## config.mk

```make
export PLATFORM = sky130hd
export DESIGN_NAME = color_result_and_fw_update_regs
export DESIGN_NICKNAME = d
export VERILOG_FILES = /design/src/core/placeholder_none.sv /design/src/core/color_fw_pkg.sv /design/src/core/color_result_and_fw_update_regs.sv
export SDC_FILE = /design/constraint.sdc
export NUM_CORES = 1
export LEC_CHECK = 0
export BUFFER_PORTS_ARGS = -buffer_cell sky130_fd_sc_hd__buf_2
export CORE_ASPECT_RATIO = 0.75
export CORE_MARGIN = 2
export CORE_UTILIZATION = 55
export DETAILED_ROUTE_END_ITERATION = 10
export GPL_TIMING_DRIVEN = 0
export PLACE_DENSITY_LB_ADDON = 0.25
export SYNTH_ARGS = -nofsm -noshare
export SYNTH_HDL_FRONTEND = slang
export SYNTH_SLANG_ARGS = --single-unit
```

## constraint.sdc

```tcl
create_clock -name clk_in -period 4.75 [get_ports clk_in]
set_clock_uncertainty 0.1 [all_clocks]
set_input_delay 0.2375 -clock clk_in [delete_from_list [all_inputs] [get_ports clk_in]]
set_output_delay 0.2375 -clock clk_in [all_outputs]
set_load 0.1 [all_outputs]
```

## src/core/placeholder_none.sv

```systemverilog
// intentionally empty design unit list
`timescale 1ns/10ps
`default_nettype none
`default_nettype wire

```

## src/core/color_fw_pkg.sv

```systemverilog
// constants and types shared by the colour result and update register bank
`default_nettype none
package color_fw_pkg;
  // byte addresses of the register map
  localparam logic [7:0] UPRIME_CHROMA_RESULT_ADDR    = 8'h28;
  localparam logic [7:0] VPRIME_CHROMA_RESULT_ADDR    = 8'h2C;
  localparam logic [7:0] UCS_U_COORD_RESULT_ADDR      = 8'h30;
  localparam logic [7:0] UCS_V_COORD_RESULT_ADDR      = 8'h34;
  localparam logic [7:0] LOCUS_DISTANCE_RESULT_ADDR   = 8'h38;
  localparam logic [7:0] ILLUMINANCE_RESULT_HIGH_ADDR = 8'h3C;
  localparam logic [7:0] ILLUMINANCE_RESULT_LOW_ADDR  = 8'h3D;
  localparam logic [7:0] COLOR_TEMP_RESULT_HIGH_ADDR  = 8'h3E;
  localparam logic [7:0] COLOR_TEMP_RESULT_LOW_ADDR   = 8'h3F;
  localparam logic [7:0] CODE_UPDATE_CONTROL_ADDR     = 8'h48;
  localparam logic [7:0] IMAGE_PROGRESS_COUNT_HIGH_ADDR = 8'h49;
  localparam logic [7:0] IMAGE_PROGRESS_COUNT_LOW_ADDR  = 8'h4A;
  localparam logic [7:0] IMAGE_BYTE_PORT_ADDR         = 8'h4B;

  // bit positions inside the control byte
  localparam int CTRL_START_BIT    = 7;
  localparam int CTRL_ABORT_BIT    = 6;
  localparam int CTRL_COMPLETE_BIT = 5;
  localparam int CTRL_LOCK_BIT     = 4;
  localparam int CTRL_SWITCH_BIT   = 3;
  localparam int CTRL_FIRST_BIT    = 2;
  localparam int CTRL_ERROR_BIT    = 1;
  localparam int CTRL_VALID_BIT    = 0;

  // flash image slots and image length
  localparam logic [17:0] FIRST_SLOT_BASE  = 18'h12000;
  localparam logic [17:0] SECOND_SLOT_BASE = 18'h22000;
  localparam logic [15:0] IMAGE_LENGTH     = 16'hE000;

  // reset values
  localparam logic [15:0] PROGRESS_RESET   = 16'h0000;
  localparam logic [7:0]  PAYLOAD_RESET    = 8'h00;
  localparam logic        FIRST_ACTIVE_RESET = 1'b1;

  // payload buffer shape
  localparam int BUF_WIDTH = 26;
  localparam int BUF_DEPTH = 4;

  // update sequencer states
  typedef enum logic [1:0] {
    UPD_IDLE,
    UPD_LOADING,
    UPD_DONE
  } upd_state_t;

  // calibrated measurement results from the colour core
  typedef struct packed {
    logic [31:0] uprime;
    logic [31:0] vprime;
    logic [31:0] ucs_u;
    logic [31:0] ucs_v;
    logic [31:0] duv;
    logic [15:0] lux;
    logic [15:0] cct;
  } result_t;

  // one byte bound for flash
  typedef struct packed {
    logic [17:0] addr;
    logic [7:0]  data;
  } flash_byte_t;
endpackage
`default_nettype wire

```

## src/core/color_result_and_fw_update_regs.sv

```systemverilog
// colour result registers and firmware update path with payload buffer
`timescale 1ns/10ps
`default_nettype none

// small first-in first-out buffer of flip-flops
module payload_fifo #(
  parameter int WIDTH = 8,
  parameter int DEPTH = 4
) (
  // clock and reset
  input  wire logic             clk_in,
  input  wire logic             nrst_in,
  input  wire logic             flush_in,
  // filling side
  input  wire logic             in_valid_in,
  output logic                  in_ready_out,
  input  wire logic [WIDTH-1:0] in_data_in,
  // draining side
  output logic                  out_valid_out,
  input  wire logic             out_ready_in,
  output logic      [WIDTH-1:0] out_data_out
);
  localparam int PW = $clog2(DEPTH);

  logic [WIDTH-1:0] mem [DEPTH];
  logic [PW-1:0]    wr_ptr;
  logic [PW-1:0]    rd_ptr;
  logic [PW:0]      count;
  wire              push;
  wire              pop;

  // handshakes; the fill level is one bit wider than the pointers, so
  // full (DEPTH entries) and empty never share an encoding
  assign in_ready_out  = (count != (PW+1)'(DEPTH));
  assign out_valid_out = (count != '0);
  assign out_data_out  = mem[rd_ptr];
  assign push          = in_valid_in & in_ready_out;
  assign pop           = out_valid_out & out_ready_in;

  // pointers and fill level; a flush empties the buffer in one edge and
  // wins over a push or pop in that cycle
  always_ff @(posedge clk_in)
  begin
    if (!nrst_in || flush_in)
    begin
      wr_ptr <= '0;
      rd_ptr <= '0;
      count  <= '0;
    end
    else
    begin
      if (push)
        wr_ptr <= (wr_ptr == PW'(DEPTH - 1)) ? '0 : wr_ptr + 1'b1;
      if (pop)
        rd_ptr <= (rd_ptr == PW'(DEPTH - 1)) ? '0 : rd_ptr + 1'b1;
      count <= count + (PW+1)'(push) - (PW+1)'(pop);
    end
  end

  // storage write; entries are not reset, so the draining side must
  // only use out_data_out while out_valid_out is high
  always_ff @(posedge clk_in)
  begin
    if (push)
      mem[wr_ptr] <= in_data_in;
  end
endmodule

module color_result_and_fw_update_regs (
  // clock and reset
  input  wire logic                      clk_in,
  input  wire logic                      nrst_in,
  // byte register port from the host interface
  input  wire logic [7:0]                reg_addr_in,
  input  wire logic                      reg_wr_in,
  input  wire logic                      reg_rd_in,
  input  wire logic [7:0]                reg_wdata_in,
  output logic      [7:0]                reg_rdata_out,
  output logic                           reg_rdata_valid_out,
  // calibrated results from the colour core
  input  wire color_fw_pkg::result_t     results_in,
  input  wire logic                      results_valid_in,
  // checksum verdict on the inactive slot
  input  wire logic                      verify_ok_in,
  // byte stream towards the flash writer
  output logic                           flash_valid_out,
  input  wire logic                      flash_ready_in,
  output color_fw_pkg::flash_byte_t      flash_byte_out,
  // status towards the host side and boot logic
  output logic                           payload_ready_out,
  output logic                           boot_lock_out,
  output logic                           first_slot_active_out
);
  color_fw_pkg::result_t    results;
  color_fw_pkg::upd_state_t state;
  color_fw_pkg::upd_state_t next_state;
  logic [15:0]              progress;
  logic [7:0]               payload;
  logic                     fault;
  logic                     lock;
  logic                     first_active;
  logic                     other_valid;

  // byte selection from a big-endian word
  // byte 0 of a result is its most significant byte
  function automatic logic [7:0] word_byte(input logic [31:0] w,
                                           input logic [1:0] idx);
    word_byte = w[8*(3-idx) +: 8];
  endfunction

  // address window test for four-byte results
  // the two low address bits are ignored here, they pick the byte
  function automatic logic in_word(input logic [7:0] a,
                                   input logic [7:0] base);
    in_word = (a[7:2] == base[7:2]);
  endfunction

  // write decode; one address per cycle, so a control write and a
  // payload write can never fall in the same cycle
  wire ctrl_wr    = reg_wr_in
                  & (reg_addr_in == color_fw_pkg::CODE_UPDATE_CONTROL_ADDR);
  wire payload_wr = reg_wr_in
                  & (reg_addr_in == color_fw_pkg::IMAGE_BYTE_PORT_ADDR);
  wire abort_req  = ctrl_wr & reg_wdata_in[color_fw_pkg::CTRL_ABORT_BIT];
  wire start_req  = ctrl_wr & reg_wdata_in[color_fw_pkg::CTRL_START_BIT];
  wire switch_req = ctrl_wr & reg_wdata_in[color_fw_pkg::CTRL_SWITCH_BIT];

  // payload buffer hookup
  // a payload write that is not accepted is a refused byte and a fault
  wire                            fifo_in_ready;
  wire                            fifo_out_valid;
  wire color_fw_pkg::flash_byte_t fifo_out_data;
  wire                            out_slot_free = ~flash_valid_out
                                                | flash_ready_in;
  wire                            loading = (state == color_fw_pkg::UPD_LOADING);
  wire                            accept  = payload_wr & loading
                                          & fifo_in_ready & ~abort_req;
  wire                            bad_wr  = payload_wr & ~abort_req
                                          & ~(loading & fifo_in_ready);
  wire                            last_byte = accept
      & (progress == color_fw_pkg::IMAGE_LENGTH - 16'h0001);
  wire [17:0]                     slot_base = first_active
      ? color_fw_pkg::SECOND_SLOT_BASE
      : color_fw_pkg::FIRST_SLOT_BASE;
  // flash address is fixed as the byte is buffered; a later slot
  // toggle only moves bytes that are still to come
  wire color_fw_pkg::flash_byte_t fifo_in_data = '{
      addr: slot_base + {2'b00, progress},
      data: reg_wdata_in};

  payload_fifo #(
    .WIDTH (color_fw_pkg::BUF_WIDTH),
    .DEPTH (color_fw_pkg::BUF_DEPTH)
  ) u_fifo (
    .clk_in        (clk_in),
    .nrst_in       (nrst_in),
    .flush_in      (abort_req),
    .in_valid_in   (accept),
    .in_ready_out  (fifo_in_ready),
    .in_data_in    (fifo_in_data),
    .out_valid_out (fifo_out_valid),
    .out_ready_in  (out_slot_free),
    .out_data_out  (fifo_out_data)
  );

  // update sequencer next state
  // start counts only from idle; a finished image needs an abort first
  always_comb
  begin
    next_state = state;
    case (state)
      color_fw_pkg::UPD_IDLE:
        if (start_req)
          next_state = color_fw_pkg::UPD_LOADING;
      color_fw_pkg::UPD_LOADING:
        if (last_byte)
          next_state = color_fw_pkg::UPD_DONE;
      color_fw_pkg::UPD_DONE:
        next_state = state;
      default:
        next_state = color_fw_pkg::UPD_IDLE;
    endcase
    if (abort_req)
      next_state = color_fw_pkg::UPD_IDLE;
  end

  // sequencer state and progress count
  // the count stops at the image length because loading ends there
  always_ff @(posedge clk_in)
  begin
    if (!nrst_in)
    begin
      state    <= color_fw_pkg::UPD_IDLE;
      progress <= color_fw_pkg::PROGRESS_RESET;
    end
    else
    begin
      state <= next_state;
      if (abort_req)
        progress <= color_fw_pkg::PROGRESS_RESET;
      else if (accept)
        progress <= progress + 16'h0001;
    end
  end

  // payload byte and fault flag
  // the byte port keeps the last byte written, even a refused one
  always_ff @(posedge clk_in)
  begin
    if (!nrst_in)
    begin
      payload <= color_fw_pkg::PAYLOAD_RESET;
      fault   <= 1'b0;
    end
    else
    begin
      if (payload_wr)
        payload <= reg_wdata_in;
      fault <= (fault & ~abort_req) | bad_wr;
    end
  end

  // slot selection, lock and checksum verdict
  // lock follows bit 4 of every control write, so a plain start clears it
  always_ff @(posedge clk_in)
  begin
    if (!nrst_in)
    begin
      first_active <= color_fw_pkg::FIRST_ACTIVE_RESET;
      lock         <= 1'b0;
      other_valid  <= 1'b0;
    end
    else
    begin
      if (switch_req)
        first_active <= ~first_active;
      if (ctrl_wr)
        lock <= reg_wdata_in[color_fw_pkg::CTRL_LOCK_BIT];
      other_valid <= verify_ok_in;
    end
  end

  // captured measurement results
  // no snapshot: a multi-byte read may mix two result updates
  always_ff @(posedge clk_in)
  begin
    if (!nrst_in)
      results <= '0;
    else if (results_valid_in)
      results <= results_in;
  end

  // flash output stage; it holds while the writer stalls, and its byte
  // only reloads with a real entry so unwritten storage never shows
  always_ff @(posedge clk_in)
  begin
    if (!nrst_in || abort_req)
    begin
      flash_valid_out <= 1'b0;
      flash_byte_out  <= '0;
    end
    else if (out_slot_free)
    begin
      flash_valid_out <= fifo_out_valid;
      if (fifo_out_valid)
        flash_byte_out <= fifo_out_data;
    end
  end

  // status outputs; payload ready lags the buffer by one cycle, so a
  // host that may fill the buffer leaves a cycle between bytes
  always_ff @(posedge clk_in)
  begin
    if (!nrst_in)
    begin
      payload_ready_out     <= 1'b0;
      boot_lock_out         <= 1'b0;
      first_slot_active_out <= color_fw_pkg::FIRST_ACTIVE_RESET;
    end
    else
    begin
      payload_ready_out     <= loading & fifo_in_ready;
      boot_lock_out         <= lock;
      first_slot_active_out <= first_active;
    end
  end

  // control byte as read back; write-only bits always read as zero
  function automatic logic [7:0] ctrl_byte(input logic busy,
                                           input logic done,
                                           input logic lk,
                                           input logic first,
                                           input logic err,
                                           input logic ok);
    ctrl_byte                                  = 8'h00;
    ctrl_byte[color_fw_pkg::CTRL_START_BIT]    = busy;
    ctrl_byte[color_fw_pkg::CTRL_COMPLETE_BIT] = done;
    ctrl_byte[color_fw_pkg::CTRL_LOCK_BIT]     = lk;
    ctrl_byte[color_fw_pkg::CTRL_FIRST_BIT]    = first;
    ctrl_byte[color_fw_pkg::CTRL_ERROR_BIT]    = err;
    ctrl_byte[color_fw_pkg::CTRL_VALID_BIT]    = ok;
  endfunction

  wire [7:0] ctrl_view = ctrl_byte(state != color_fw_pkg::UPD_IDLE,
                                   state == color_fw_pkg::UPD_DONE,
                                   lock, first_active, fault, other_valid);

  // read data selection
  // unmapped addresses read as zero
  wire [1:0] bsel = reg_addr_in[1:0];
  wire [7:0] rd_sel =
    in_word(reg_addr_in, color_fw_pkg::UPRIME_CHROMA_RESULT_ADDR)
      ? word_byte(results.uprime, bsel) :
    in_word(reg_addr_in, color_fw_pkg::VPRIME_CHROMA_RESULT_ADDR)
      ? word_byte(results.vprime, bsel) :
    in_word(reg_addr_in, color_fw_pkg::UCS_U_COORD_RESULT_ADDR)
      ? word_byte(results.ucs_u, bsel) :
    in_word(reg_addr_in, color_fw_pkg::UCS_V_COORD_RESULT_ADDR)
      ? word_byte(results.ucs_v, bsel) :
    in_word(reg_addr_in, color_fw_pkg::LOCUS_DISTANCE_RESULT_ADDR)
      ? word_byte(results.duv, bsel) :
    (reg_addr_in == color_fw_pkg::ILLUMINANCE_RESULT_HIGH_ADDR)
      ? results.lux[15:8] :
    (reg_addr_in == color_fw_pkg::ILLUMINANCE_RESULT_LOW_ADDR)
      ? results.lux[7:0] :
    (reg_addr_in == color_fw_pkg::COLOR_TEMP_RESULT_HIGH_ADDR)
      ? results.cct[15:8] :
    (reg_addr_in == color_fw_pkg::COLOR_TEMP_RESULT_LOW_ADDR)
      ? results.cct[7:0] :
    (reg_addr_in == color_fw_pkg::CODE_UPDATE_CONTROL_ADDR)
      ? ctrl_view :
    (reg_addr_in == color_fw_pkg::IMAGE_PROGRESS_COUNT_HIGH_ADDR)
      ? progress[15:8] :
    (reg_addr_in == color_fw_pkg::IMAGE_PROGRESS_COUNT_LOW_ADDR)
      ? progress[7:0] :
    (reg_addr_in == color_fw_pkg::IMAGE_BYTE_PORT_ADDR)
      ? payload : 8'h00;

  // registered read answer, one cycle after the strobe
  // read data holds until the next read strobe
  always_ff @(posedge clk_in)
  begin
    if (!nrst_in)
    begin
      reg_rdata_out       <= 8'h00;
      reg_rdata_valid_out <= 1'b0;
    end
    else
    begin
      reg_rdata_valid_out <= reg_rd_in;
      if (reg_rd_in)
        reg_rdata_out <= rd_sel;
    end
  end
endmodule
`default_nettype wire

```

After elaboration in Yosys (flattened, before gate mapping). Memory sizes are Yosys's and may differ from the RTL's. A register that Yosys moved wholly into a read port is not among the register bits. Index checks and enable logic that the tools add are counted.

Register bits after elaboration: 242. Memory bits (writable): 104. Output and inout port bits: 39. Word-level logic and storage cells: 109. Memories: 1.

Memories: u_fifo.mem (depth 4, width 26, rd ports 1, clocked after Yosys merged registers in 1, write ports 1, RTL line color_result_and_fw_update_regs.sv:25) `logic [WIDTH-1:0] mem [DEPTH];`.

Add/subtract/negate cells: 7. Equal/unequal tests: 21. Shift operators: 5. Mux-type cells: 21. Bitwise gates (word level): 23. Reductions and logical operators: 8.

Operator list (count): indexed part select 32 x 33 -> 8 bit (5); two-way mux 8 bit (13); equality test 8 x 6 -> 1 bit, second input constant (4); equality test 8 x 7 -> 1 bit, second input constant (4); equality test 6 x 4 -> 1 bit, second input constant (5); adder 18 x 16 -> 18 bit (1); two-way mux 18 bit (1); adder 16 x 1 -> 16 bit, second input constant (1); equality test 16 bit, second input constant (1); bitwise AND 1 bit (15); two-way mux 2 bit (4); equality test 2 bit, second input constant (3); NOT 1 bit (6); case mux 2 bit (3 select lines) (1); adder 2 x 1 -> 2 bit, second input constant (2); adder 3 x 1 -> 3 bit (1); inequality test 3 bit, second input constant (1); AND reduction 3 bit (1); nonzero test 3 bit (1); subtractor 2 x 2 -> 3 bit, first input constant (1); subtractor 3 x 1 -> 3 bit (1); equality test 2 x 1 -> 1 bit, second input constant (1); logical NOT 2 bit (1); two-way mux 1 bit (2); 8 further kinds (9).

Longest topological paths before layout. Gate-level depths: netlist (run 1).

Word-level depth: 14. Depth in mapped cells: 11.

Cells and area by module. Synthesis (run 1) repeated with hierarchy kept, for this count alone.

Cell total of the unflattened synthesis: 1305. Area total of the unflattened synthesis: 15617.5 um^2.

Modules (own cells, without submodules): color_result_and_fw_update_regs (instances 1, cells each 1118, area an instance 11334.6 um^2, sequential area each 5225.0 um^2); payload_fifo (instances 1, cells each 187, area an instance 4282.9 um^2, sequential area each 3303.2 um^2).

Least setup slack after synthesis (run 1). Ideal clock, no wire load.

Path type: input-to-reg. Start: input reg_addr_in[4]. End: memory u_fifo.mem[3][0] in the netlist's numbering (enable). Setup time: 385 ps. Data arrival time: 2505 ps. Data required time: 4265 ps. Setup slack: 1760 ps. Cell stages on the path: 7. Buffers on the path: 3. Cells stage by stage: buf_6 or3b_4 or4_1 buf_2 nor2_1 clkbuf_1 and2_1.

Longest elaborated chain between the ends: 8.

RTL lines: start: declaration (RTL line color_result_and_fw_update_regs.sv:74) `input wire logic [7:0] reg_addr_in,`; equality test 8 x 7 -> 1 bit, on equally long branches (RTL line color_result_and_fw_update_regs.sv:123, color_result_and_fw_update_regs.sv:121); bitwise AND 1 bit, on equally long branches (RTL line color_result_and_fw_update_regs.sv:123, color_result_and_fw_update_regs.sv:121); bitwise AND 1 bit, on equally long branches (RTL line color_result_and_fw_update_regs.sv:136, color_result_and_fw_update_regs.sv:124); bitwise AND 1 bit or NOT 1 bit (tied branches) (RTL line color_result_and_fw_update_regs.sv:137) `& fifo_in_ready & ~abort_req;`; bitwise AND 1 bit (*) (RTL line color_result_and_fw_update_regs.sv:137); bitwise AND 1 bit (*) (RTL line color_result_and_fw_update_regs.sv:37) `assign push = in_valid_in & in_ready_out;`; via u_fifo.push (RTL line color_result_and_fw_update_regs.sv:29) `wire push;`; two-way mux 1 bit (*) (RTL line color_result_and_fw_update_regs.sv:64) `if (push)`; two-way mux 1 bit (not written as such) (*) (RTL line color_result_and_fw_update_regs.sv:65) `mem[wr_ptr] <= in_data_in;`; end: declaration (RTL line color_result_and_fw_update_regs.sv:25).

Mark *: on every way through the listed nets, which the timed path passes. The rest lies on a longest branch.

Worst setup path in the final report (run 1).
Start: input reg_addr_in[1]. End: register reg_rdata_out[2].

Longest elaborated chain between the ends: 14.

RTL lines: equality test 8 x 7 -> 1 bit (RTL line color_result_and_fw_update_regs.sv:336) `(reg_addr_in == color_fw_pkg::IMAGE_BYTE_PORT_ADDR)`; two-way mux 8 bit (RTL line color_result_and_fw_update_regs.sv:337) `? payload : 8'h00;`; two-way mux 8 bit (RTL line color_result_and_fw_update_regs.sv:335) `? progress[7:0] :`; two-way mux 8 bit (RTL line color_result_and_fw_update_regs.sv:333) `? progress[15:8] :`; two-way mux 8 bit (RTL line color_result_and_fw_update_regs.sv:331) `? ctrl_view :`; two-way mux 8 bit (RTL line color_result_and_fw_update_regs.sv:329) `? results.cct[7:0] :`; two-way mux 8 bit (RTL line color_result_and_fw_update_regs.sv:327) `? results.cct[15:8] :`; two-way mux 8 bit (RTL line color_result_and_fw_update_regs.sv:325) `? results.lux[7:0] :`; two-way mux 8 bit (RTL line color_result_and_fw_update_regs.sv:323) `? results.lux[15:8] :`; two-way mux 8 bit (RTL line color_result_and_fw_update_regs.sv:321) `? word_byte(results.duv, bsel) :`; two-way mux 8 bit (RTL line color_result_and_fw_update_regs.sv:319) `? word_byte(results.ucs_v, bsel) :`; two-way mux 8 bit (RTL line color_result_and_fw_update_regs.sv:317) `? word_byte(results.ucs_u, bsel) :`; two-way mux 8 bit (RTL line color_result_and_fw_update_regs.sv:315) `? word_byte(results.vprime, bsel) :`; two-way mux 8 bit (*) (RTL line color_result_and_fw_update_regs.sv:313) `? word_byte(results.uprime, bsel) :`; end signal: assignment (RTL line color_result_and_fw_update_regs.sv:352) `reg_rdata_out <= rd_sel;`; end: declaration (RTL line color_result_and_fw_update_regs.sv:78) `output logic [7:0] reg_rdata_out,`.

Mark *: on every way between the ends. The rest lies on a longest branch, timed or not. A chain may end at the register's enable or synchronous reset.

==> results of run 1 <==
## power by group
group          switching, mW  internal (mW)
Sequential             0.122           3.47
Clock                   1.23           1.78
Combinational           1.51          0.694
## final cells by class
cell class	count	area, um^2	area share [%]
Sequential cell	372	8490	41.9
Multi-Input combinational cell	814	6390	31.5
Timing Repair Buffer	449	3260	16.1
Clock buffer	55	1110	5.45
Tap cell	351	439	2.17
Buffer	90	360	1.78
Clock inverter	13	144	0.710
Inverter	18	67.6	0.333
Antenna cell	8	20.0	0.0987
## logic make-up after synthesis
group,Yosys count,share of synthesized area (%)
AND/OR/NAND/NOR,386,10.5
flip-flops,372,55.5
multiplexers,282,24.5
AO/OA/AOI/OAI,118,4.86
buffers and inverters,108,2.80
XOR/XNOR,18,1.03
adder cells (fa/ha/maj),10,0.867
## registers in the layout (all words and copies together), names as in the netlist, 2 cells and up
register / flops
results: 192
u_fifo.mem: 104
flash_byte_out: 26
progress: 16
payload: 8
reg_rdata_out: 8
u_fifo.count: 3
state: 2
u_fifo.rd_ptr: 2
u_fifo.wr_ptr: 2
## synthesized netlist by cell type (2+ instances only)
cell type and number:
o21ai_0 15, inv_1 16, nand2_1 98, inv_2 2
mux2_2 7, xor2_1 12, a21oi_1 58, o22ai_1 6
nor4_1 2, or3_1 2, o221a_2 2, ha_1 9
a211oi_1 5, xnor2_1 6, clkbuf_1 50, a22oi_1 6
mux2i_1 202, edfxtp_1 104, o2111a_1 2, a21o_1 2
dfxtp_1 268, and2_1 6, or4_1 2, nand4_1 5
buf_1 27, nor2_1 228, nor2b_1 3, nand2b_1 5
buf_2 12, o211ai_1 2, a221o_1 3, or2_2 2
mux4_2 73, a221oi_1 5, nand3_1 6, nor3_1 15
and3_1 5, a22o_1 2
## timing repair
| item | 4_1_cts | 5_1_grt |
|---|---|---|
| hold buffers | 202 | 0 |
| endpoints found under the hold margin | 235 | 0 |
| buffers inserted | 0 | 0 |
| resized for setup | 0 | 0 |
## stage by stage
stage	util [%]	setup WS, ps	hold WS (ps)	instance area (um^2)	std cells
global route	74.6	1090	111	20300	2170
global placement	62.4	716	340	17000	1892
detailed placement	62.4	728	346	17000	1892
finish	74.6	1200	97.5	20300	2170
floorplan	-	1760	236	15300	1294
CTS	74.4	1280	96.1	20200	2162
## path summary, 6_finish.rpt
check                                       from                        endpoint  cells past startpoint
setup / recovery                  reg_addr_in[1]   reg_rdata_out[2]$_SDFFE_PN0P_                      8
hold / removal                    reg_addr_in[1]         payload[3]$_SDFFE_PN0N_                      5
setup reg to reg      u_fifo.count[2]$_SDFF_PP0_      u_fifo.count[2]$_SDFF_PP0_                     11
hold reg to reg   flash_byte_out[6]$_SDFFE_PP0P_  flash_byte_out[6]$_SDFFE_PP0P_                      2
## metal layers
layer / vias to the layer above / routed length (um)
met5: - / 0
met4: 0 / 1700
met3: 143 / 4790
met2: 734 / 23200
met1: 6231 / 20400
li1: 5618 / -
## worst register-to-register path: cells and delay by family (launching register included)
kind	cells	cell delay (ps)
AND/OR/NAND/NOR	3	580
buffers and inverters	3	490
adder cells (fa/ha/maj)	3	930
XOR/XNOR	2	330
flip-flops	1	330
==> out/metrics.csv, run 1 <==
metric,value,unit
status,"finished, final reports clean",
final.setup.tns,0,ps
drc,0,
yosysWarningCount,0,
fin_crit,3550,ps
cts-root-buf,clkbuf_16,
cp_num_buf_inv,4,
clk_path_buf_depth,3,
finalPower,8.80,mW
final_cell_mix,"dfxtp_1, buf_2, nor2_1",
avgViaCountPerCell,5.86,
cp.required,5070,ps
rrSetupSlack,1880,ps
cts-buffers-inserted,37,
use_met3,7.17,%
final_nets,2007,
grt_max_degree,27,
rows,52,
grt_pass1_wl,74.0,mm
synth_top_area_cell,dfxtp_1,
criticalPathCategory,in -> reg,
port_buffers,247,
yosys_register_bits,372,
pin_count,254,
synth.avg_cell_area,11.8,um^2
die-area,29200,um^2
synth_cells,1294,
layout-drive-gt1-share,22.9,%
area_growth,32.5,%
post-route-period-util,74.7,%
use_met1,45.5,%
power_density,434,nW/um^2
clock_latency,530,ps
initial_core_util,56.3,%
wl_per_cell,23.1,um
slew_headroom,13.8,%
cts_tree,done,
rsz0062_at_grt,false,
cp_slowest_cell,clkbuf_1,
synth-edff-count,104,
drt-pass1-iter-count,5,
die_w,197,um
wl,50.1,mm
grtUsageMet2,54.9,%
drt_iter0_markers,1235,
gp_congestion,0.915,
nFillCells,1771,
critPathMaxStageDelay,950,ps
worstPathCellList,buf_2 > clkbuf_1 > clkbuf_1 > clkbuf_1 > mux4_2 > a22oi_1 > nand4_1 > o2111a_1,
drv_cap,0,
netlist_area,15300,um^2
detail-route-antenna-nets,0,
dr_total_vias,12726,
synthArstFlopShare,0,%
ys_top_cells_by_area,"dfxtp_1, edfxtp_1, mux2i_1",
cts_sinks,372,
grt_pass1_vias,12881,
crit_path_frequent_cell,clkbuf_1,
setup_viol,0,
design.core.area,27200,um^2
antenna_found_initial,8,
clk_pin_slew,70,ps
cts_max_level,2,
synth_nets,1519,
end_kind,flop,
die_height,148,um
slew_viol_final,0,
start_kind,input port,
max_freq,0.282,GHz
gr-max-usage-layer,met2,
worstPathArrival,3860,ps
hp-class,in -> reg,
grt_usage,33.9,%
synth_top_area_share,35.1,%
synth_seq_area_share,55.5,%
ir_drop,0.279,mV
grt-ovfl-total,0,
final_common_cell,dfxtp_1,
cp_top_family,buffers and inverters,
place_hpwl,32.1,mm
hold_viol,0,
path_max_fanout,10,
p_leak,8.47,nW
worst-slew-pin-transition,1290,ps
synth_cell_types,57,
synth_ff_type,dfxtp_1,
No activity file was read; power rests on OpenSTA's default activity.
==> run 2, diff against run 1 <==
--- a/config.mk
+++ b/config.mk
@@ -8,7 +8,7 @@
 export BUFFER_PORTS_ARGS = -buffer_cell sky130_fd_sc_hd__buf_2
 export CORE_ASPECT_RATIO = 0.75
 export CORE_MARGIN = 2
-export CORE_UTILIZATION = 55
+export CORE_UTILIZATION = 51
 export DETAILED_ROUTE_END_ITERATION = 10
 export GPL_TIMING_DRIVEN = 0
 export PLACE_DENSITY_LB_ADDON = 0.25
==> constraint.sdc (replaced) <==
create_clock -name clk_in -period 3 [get_ports clk_in]
set_clock_uncertainty 0.1 [all_clocks]
set_input_delay 0.15 -clock clk_in [delete_from_list [all_inputs] [get_ports clk_in]]
set_output_delay 0.15 -clock clk_in [all_outputs]
set_load 0.1 [all_outputs]
==> run 2 against run 1 <==
First-iteration DRC count fell by 5.4%. Global-route usage fell by 3.1 points. Critical path depth did not move. Sequential share of layout area fell by 0.067 points. Combinational power rose by 53%. Clock power rose by 57%. Flip-flop and latch count did not move. Setup slack got worse by 1100 ps. Critical path type unchanged. Critical endpoint is now reg_rdata_out[1]$_SDFFE_PN0P_. Largest cell class unchanged.
==> out/metrics.csv, run 2 (synthesized netlist as in run 1, its figures left out) <==
metric,value,unit
status,"finished, final reports clean",
clk_path_buf_depth,3,
top_regs,"results: 192 flops, u_fifo.mem: 104 flops, flash_byte_out: 26 flops",
cp_slowest_cell,clkbuf_1,
final.setup.tns,0,ps
cts-root-buf,clkbuf_16,
fin_crit,2930,ps
rows,54,
reg2regPathDepth,5,
rsz0062_at_grt,false,
start_kind,input port,
largest_register_ffs,192,
worst-slew-pin-transition,1230,ps
final_nets,2006,
cts_setup_buffers,0,
drv_cap,0,
wl,49.0,mm
cp_num_buf_inv,5,
die_height,154,um
ir_drop,0.455,mV
dr_total_vias,12509,
gp_congestion,0.922,
final_cell_mix,"dfxtp_1, buf_2, nor2_1",
grt-ovfl-total,0,
slew_viol_final,0,
initial_core_util,52.2,%
criticalPathCategory,in -> reg,
hp-start,nrst_in,
layout-drive-gt1-share,23.0,%
power_density,677,nW/um^2
critPathMaxStageDelay,670,ps
end_kind,flop,
post-route-period-util,97.5,%
area_growth,32.8,%
netSwitchingPower,4.39,mW
cp_top_family,buffers and inverters,
die-area,31400,um^2
antenna_found_initial,4,
drt-pass1-iter-count,5,
p_leak,8.43,nW
die_w,204,um
cts_sinks,372,
whs_path_depth,2,
drc,0,
p_sw_share,31.9,%
r2r_end,u_fifo.mem[0][4]$_DFFE_PP_,
avgViaCountPerCell,5.68,
max_freq,0.342,GHz
combPwrFrac,24.5,%
cts_tree,done,
regMostFlops,results,
clkPwrFrac,34.3,%
cts-buffers-inserted,37,
fin_util,69.3,%
wl_per_cell,22.2,um
hp-class,in -> reg,
slew_headroom,18.1,%
design.core.area,29300,um^2
grt_pass1_vias,12381,
final_common_cell,dfxtp_1,
cp.required,3270,ps
detail-route-antenna-nets,0,
hold_viol,0,
nFillCells,2111,
drt_iter0_markers,1168,
power_frac_seq,41.1,%
grt_usage,30.8,%
clock_latency,530,ps
worstPathArrival,3200,ps
cts_max_level,2,
grt_max_degree,27,
grt_pass1_wl,73.0,mm
worstPathCellList,buf_2 > clkbuf_1 > clkbuf_2 > clkbuf_2 > buf_2 > mux4_2 > o22ai_1 > a211oi_1,
rrSetupSlack,210,ps
r2r_start,u_fifo.count[1]$_SDFF_PP0_,
pin_count,254,
setup_viol,0,
clk_pin_slew,60,ps
port_buffers,247,
power.internal,9.36,mW
place_hpwl,32.4,mm
path_max_fanout,10,
min_to,first_active$_SDFFE_PN1P_,
[run 2: layer usage]
layer,share of wire [%],global-route usage (%),vias up
li1,-,-,5607
met1,43,44.1,6126
met2,46,47.8,655
met3,8.3,4.98,121
met4,3.2,10.6,0
met5,0,0,-
[run 2: final cells by class]
type / instances / area [um^2] / area share (%)
Tap cell: 392 / 490 / 2.41
Clock inverter: 5 / 78.8 / 0.388
Timing Repair Buffer: 449 / 3260 / 16.0
Inverter: 18 / 67.6 / 0.333
Buffer: 89 / 363 / 1.79
Antenna cell: 4 / 10.0 / 0.0493
Multi-Input combinational cell: 814 / 6390 / 31.5
Clock buffer: 61 / 1160 / 5.71
Sequential cell: 372 / 8490 / 41.8
[run 2: power groups by stage]
stage,sequential (mW),clock (mW),combinational (mW)
floorplan,6.84,0,1.28
global placement,5.75,0,3.09
detailed placement,5.76,0,3.14
CTS,5.65,4.77,3.36
global route,5.69,4.97,3.57
finish,5.66,4.72,3.37
[run 2: worst max-delay path by stage]
| stage | depth (start not counted) | endpoint | start | slack (ps) |
|---|---|---|---|---|
| after CTS | 11 | u_fifo.count[2]$_SDFF_PP0_ | u_fifo.count[2]$_SDFF_PP0_ | 50 |
| after floorplan | 11 | u_fifo.count[2]$_SDFF_PP0_ | flash_valid_out$_SDFFE_PP0N_ | 50 |
| final | 8 | reg_rdata_out[1]$_SDFFE_PN0P_ | reg_addr_in[1] | 70 |
| after detailed placement | 8 | reg_rdata_out[2]$_SDFFE_PN0P_ | reg_addr_in[1] | -1010 |
| after global routing | 8 | reg_rdata_out[2]$_SDFFE_PN0P_ | reg_addr_in[0] | 30 |
| after global placement | 8 | reg_rdata_out[2]$_SDFFE_PN0P_ | reg_addr_in[1] | -930 |
[run 2: per-stage QoR]
step | power, mW | instances | area [um^2] | hold WS (ps) | setup WS [ps]
floorplan | 8.12 | 1294 | 15300 | 149 | 51.8
global placement | 8.84 | 1933 | 17000 | 262 | -932
detailed placement | 8.89 | 1933 | 17000 | 261 | -1010
CTS | 13.8 | 2201 | 20300 | 4.06 | 52.7
global route | 14.2 | 2204 | 20300 | 23.2 | 29.2
finish | 13.8 | 2204 | 20300 | 25.8 | 73.5
[run 2: repair_timing]
| item | 4_1_cts | 5_1_grt |
|---|---|---|
| endpoints found under the setup margin | 112 | 2 |
| endpoints found under the hold margin | 237 | 0 |
| hold buffers | 202 | 0 |
| resized for setup | 8 | 2 |
==> run 3, diff against run 2 <==
--- a/config.mk
+++ b/config.mk
@@ -7,11 +7,12 @@
 export LEC_CHECK = 0
 export BUFFER_PORTS_ARGS = -buffer_cell sky130_fd_sc_hd__buf_2
 export CORE_ASPECT_RATIO = 0.75
-export CORE_MARGIN = 2
+export CORE_MARGIN = 10
 export CORE_UTILIZATION = 51
 export DETAILED_ROUTE_END_ITERATION = 10
 export GPL_TIMING_DRIVEN = 0
-export PLACE_DENSITY_LB_ADDON = 0.25
+export HOLD_SLACK_MARGIN = 0.02
+export PLACE_DENSITY = 0.75
 export SYNTH_ARGS = -nofsm -noshare
 export SYNTH_HDL_FRONTEND = slang
 export SYNTH_SLANG_ARGS = --single-unit
==> run 3 against run 2 <==
Clock power grew 3%. Critical path depth unchanged. Clock-buffer cell count fell by 9. Worst hold slack improved by 24 ps. Wire length up 8.2%. Non-clock buffer count increased by 2. Cell area is 0.41% higher. Via count rose by 2.0%. First-iteration DRC count rose by 36%. Die area rose by 19%.
==> out/metrics.csv, run 3 (synthesized netlist as in run 1, its figures left out) <==
metric,value,unit
initial_core_util,52.2,%
drt_iter0_markers,1586,
die_w,220,um
cts_tree,done,
fin_crit,2910,ps
path_max_fanout,10,
cts_max_level,2,
pre_cts_ws,-1030,ps
die_height,170,um
rows,54,
final_nets,2009,
antenna_found_initial,12,
combPwrFrac,24.4,%
grt_max_degree,27,
fin_util,69.5,%
post-route-period-util,96.9,%
drv_cap,0,
nFillCells,2021,
power.internal,9.39,mW
clkPwrFrac,34.9,%
layout-drive-gt1-share,23.4,%
grt_pass1_wl,78.3,mm
port_buffers,247,
hp-class,in -> reg,
wl,53.0,mm
grt-ovfl-total,0,
rsz0062_at_grt,true,
p_leak,8.46,nW
avgViaCountPerCell,5.76,
cts-buffers-inserted,38,
end_kind,flop,
top_regs,"results: 192 flops, u_fifo.mem: 104 flops, flash_byte_out: 26 flops",
power_frac_seq,40.7,%
status,"finished, final reports clean",
place_hpwl,34.7,mm
finalWorstSetupSlack,93.2,ps
design.core.area,29300,um^2
power_density,683,nW/um^2
slew_viol_final,0,
netSwitchingPower,4.54,mW
clk_pin_slew,70,ps
hold_viol,0,
regMostFlops,results,
wl_per_cell,23.9,um
dr_total_vias,12759,
clk_path_buf_depth,3,
cts-root-buf,clkbuf_16,
pin_count,254,
cts_setup_buffers,0,
area_growth,33.3,%
cp.required,3290,ps
ir_drop,0.471,mV
setup_viol,0,
final_cell_mix,"dfxtp_1, buf_2, nor2_1",
grt_usage,27.5,%
gp_congestion,0.948,
slew_headroom,30.6,%
drc,0,
criticalPathCategory,in -> reg,
drt-pass1-iter-count,8,
worst-slew-pin-transition,1040,ps
clock_latency,540,ps
start_kind,input port,
cts_sinks,372,
final_common_cell,dfxtp_1,
grt_pass1_vias,13138,
worstPathArrival,3200,ps
largest_register_ffs,192,
detail-route-antenna-nets,0,
die-area,37400,um^2
max_freq,0.344,GHz
p_sw_share,32.6,%
[run 3: changes by cell type in the layout (fill, tap and decap cells not counted), sizes merged]
cell         before  now
clkinv            2    9
bufinv            2    4
dlygate4sd3     202  205
inv              19   20
diode             4   12
clkinvlp          0    2
clkbuf          111  101
[run 3: layout make-up]
cell class              instances  area [um^2]  area share [%]
flip-flops and latches        372         8490            41.6
repair buffers                452         3290            16.1
diodes                         12         30.0           0.147
clock buffers                  52         1060            5.22
multi-input cells             814         6410            31.4
well taps                     392          490            2.41
inverters                      18         67.6           0.331
plain buffers                  88          360            1.77
clock inverters                17          196           0.963
[run 3: path summary, 6_finish.rpt]
path,slack [ps],to,from,depth (start not counted)
max,90,reg_rdata_out[7]$_SDFFE_PN0P_,reg_addr_in[0],8
min,50,reg_rdata_out[5]$_SDFFE_PN0P_,reg_addr_in[4],4
max reg2reg,230,u_fifo.mem[0][1]$_DFFE_PP_,u_fifo.count[1]$_SDFF_PP0_,5
min reg2reg,350,flash_byte_out[18]$_SDFFE_PP0P_,flash_byte_out[18]$_SDFFE_PP0P_,2
[run 3: timing repair]
item,4_1_cts,5_1_grt
endpoints found under the hold margin,242,0
resized for setup,7,12
setup endpoints to repair,112,118
hold buffers,205,0
gates cloned,0,0
[run 3: power by group through the flow]
stage               combinational, mW  sequential, mW  clock (mW)
detailed placement               3.15            5.76           0
finish                           3.39            5.67        4.86
floorplan                        1.28            6.84           0
global route                     3.60            5.70        5.09
global placement                 3.10            5.75           0
CTS                              3.37            5.66        4.87
[run 3: metrics by stage]
step	area (um^2)	power, mW	std cells	TNS (ps)	hold slack [ps]
after floorplan	15300	8.12	1294	0	149
after global placement	17000	8.85	1933	-76850	282
after detailed placement	17000	8.92	1933	-91150	292
after CTS	20400	13.9	2207	0	20.2
after global routing	20400	14.4	2217	-632	70.5
final	20400	13.9	2217	0	49.4
[run 3: critical path, cell delays in order]
cell      delay, ps
clkbuf_1        370
buf_2           520
buf_2           520
clkbuf_1        620
nor3_1          130
o311ai_0        490
o2111a_1        290
o22ai_1          90
[run 3: layer usage]
metal,part of all wire [%],track usage [%],vias to the layer above
li1,-,-,5625
met3,9.4,7.28,182
met4,4.5,12.0,0
met5,0,0,-
met1,40,35.3,6172
met2,46,43.2,780
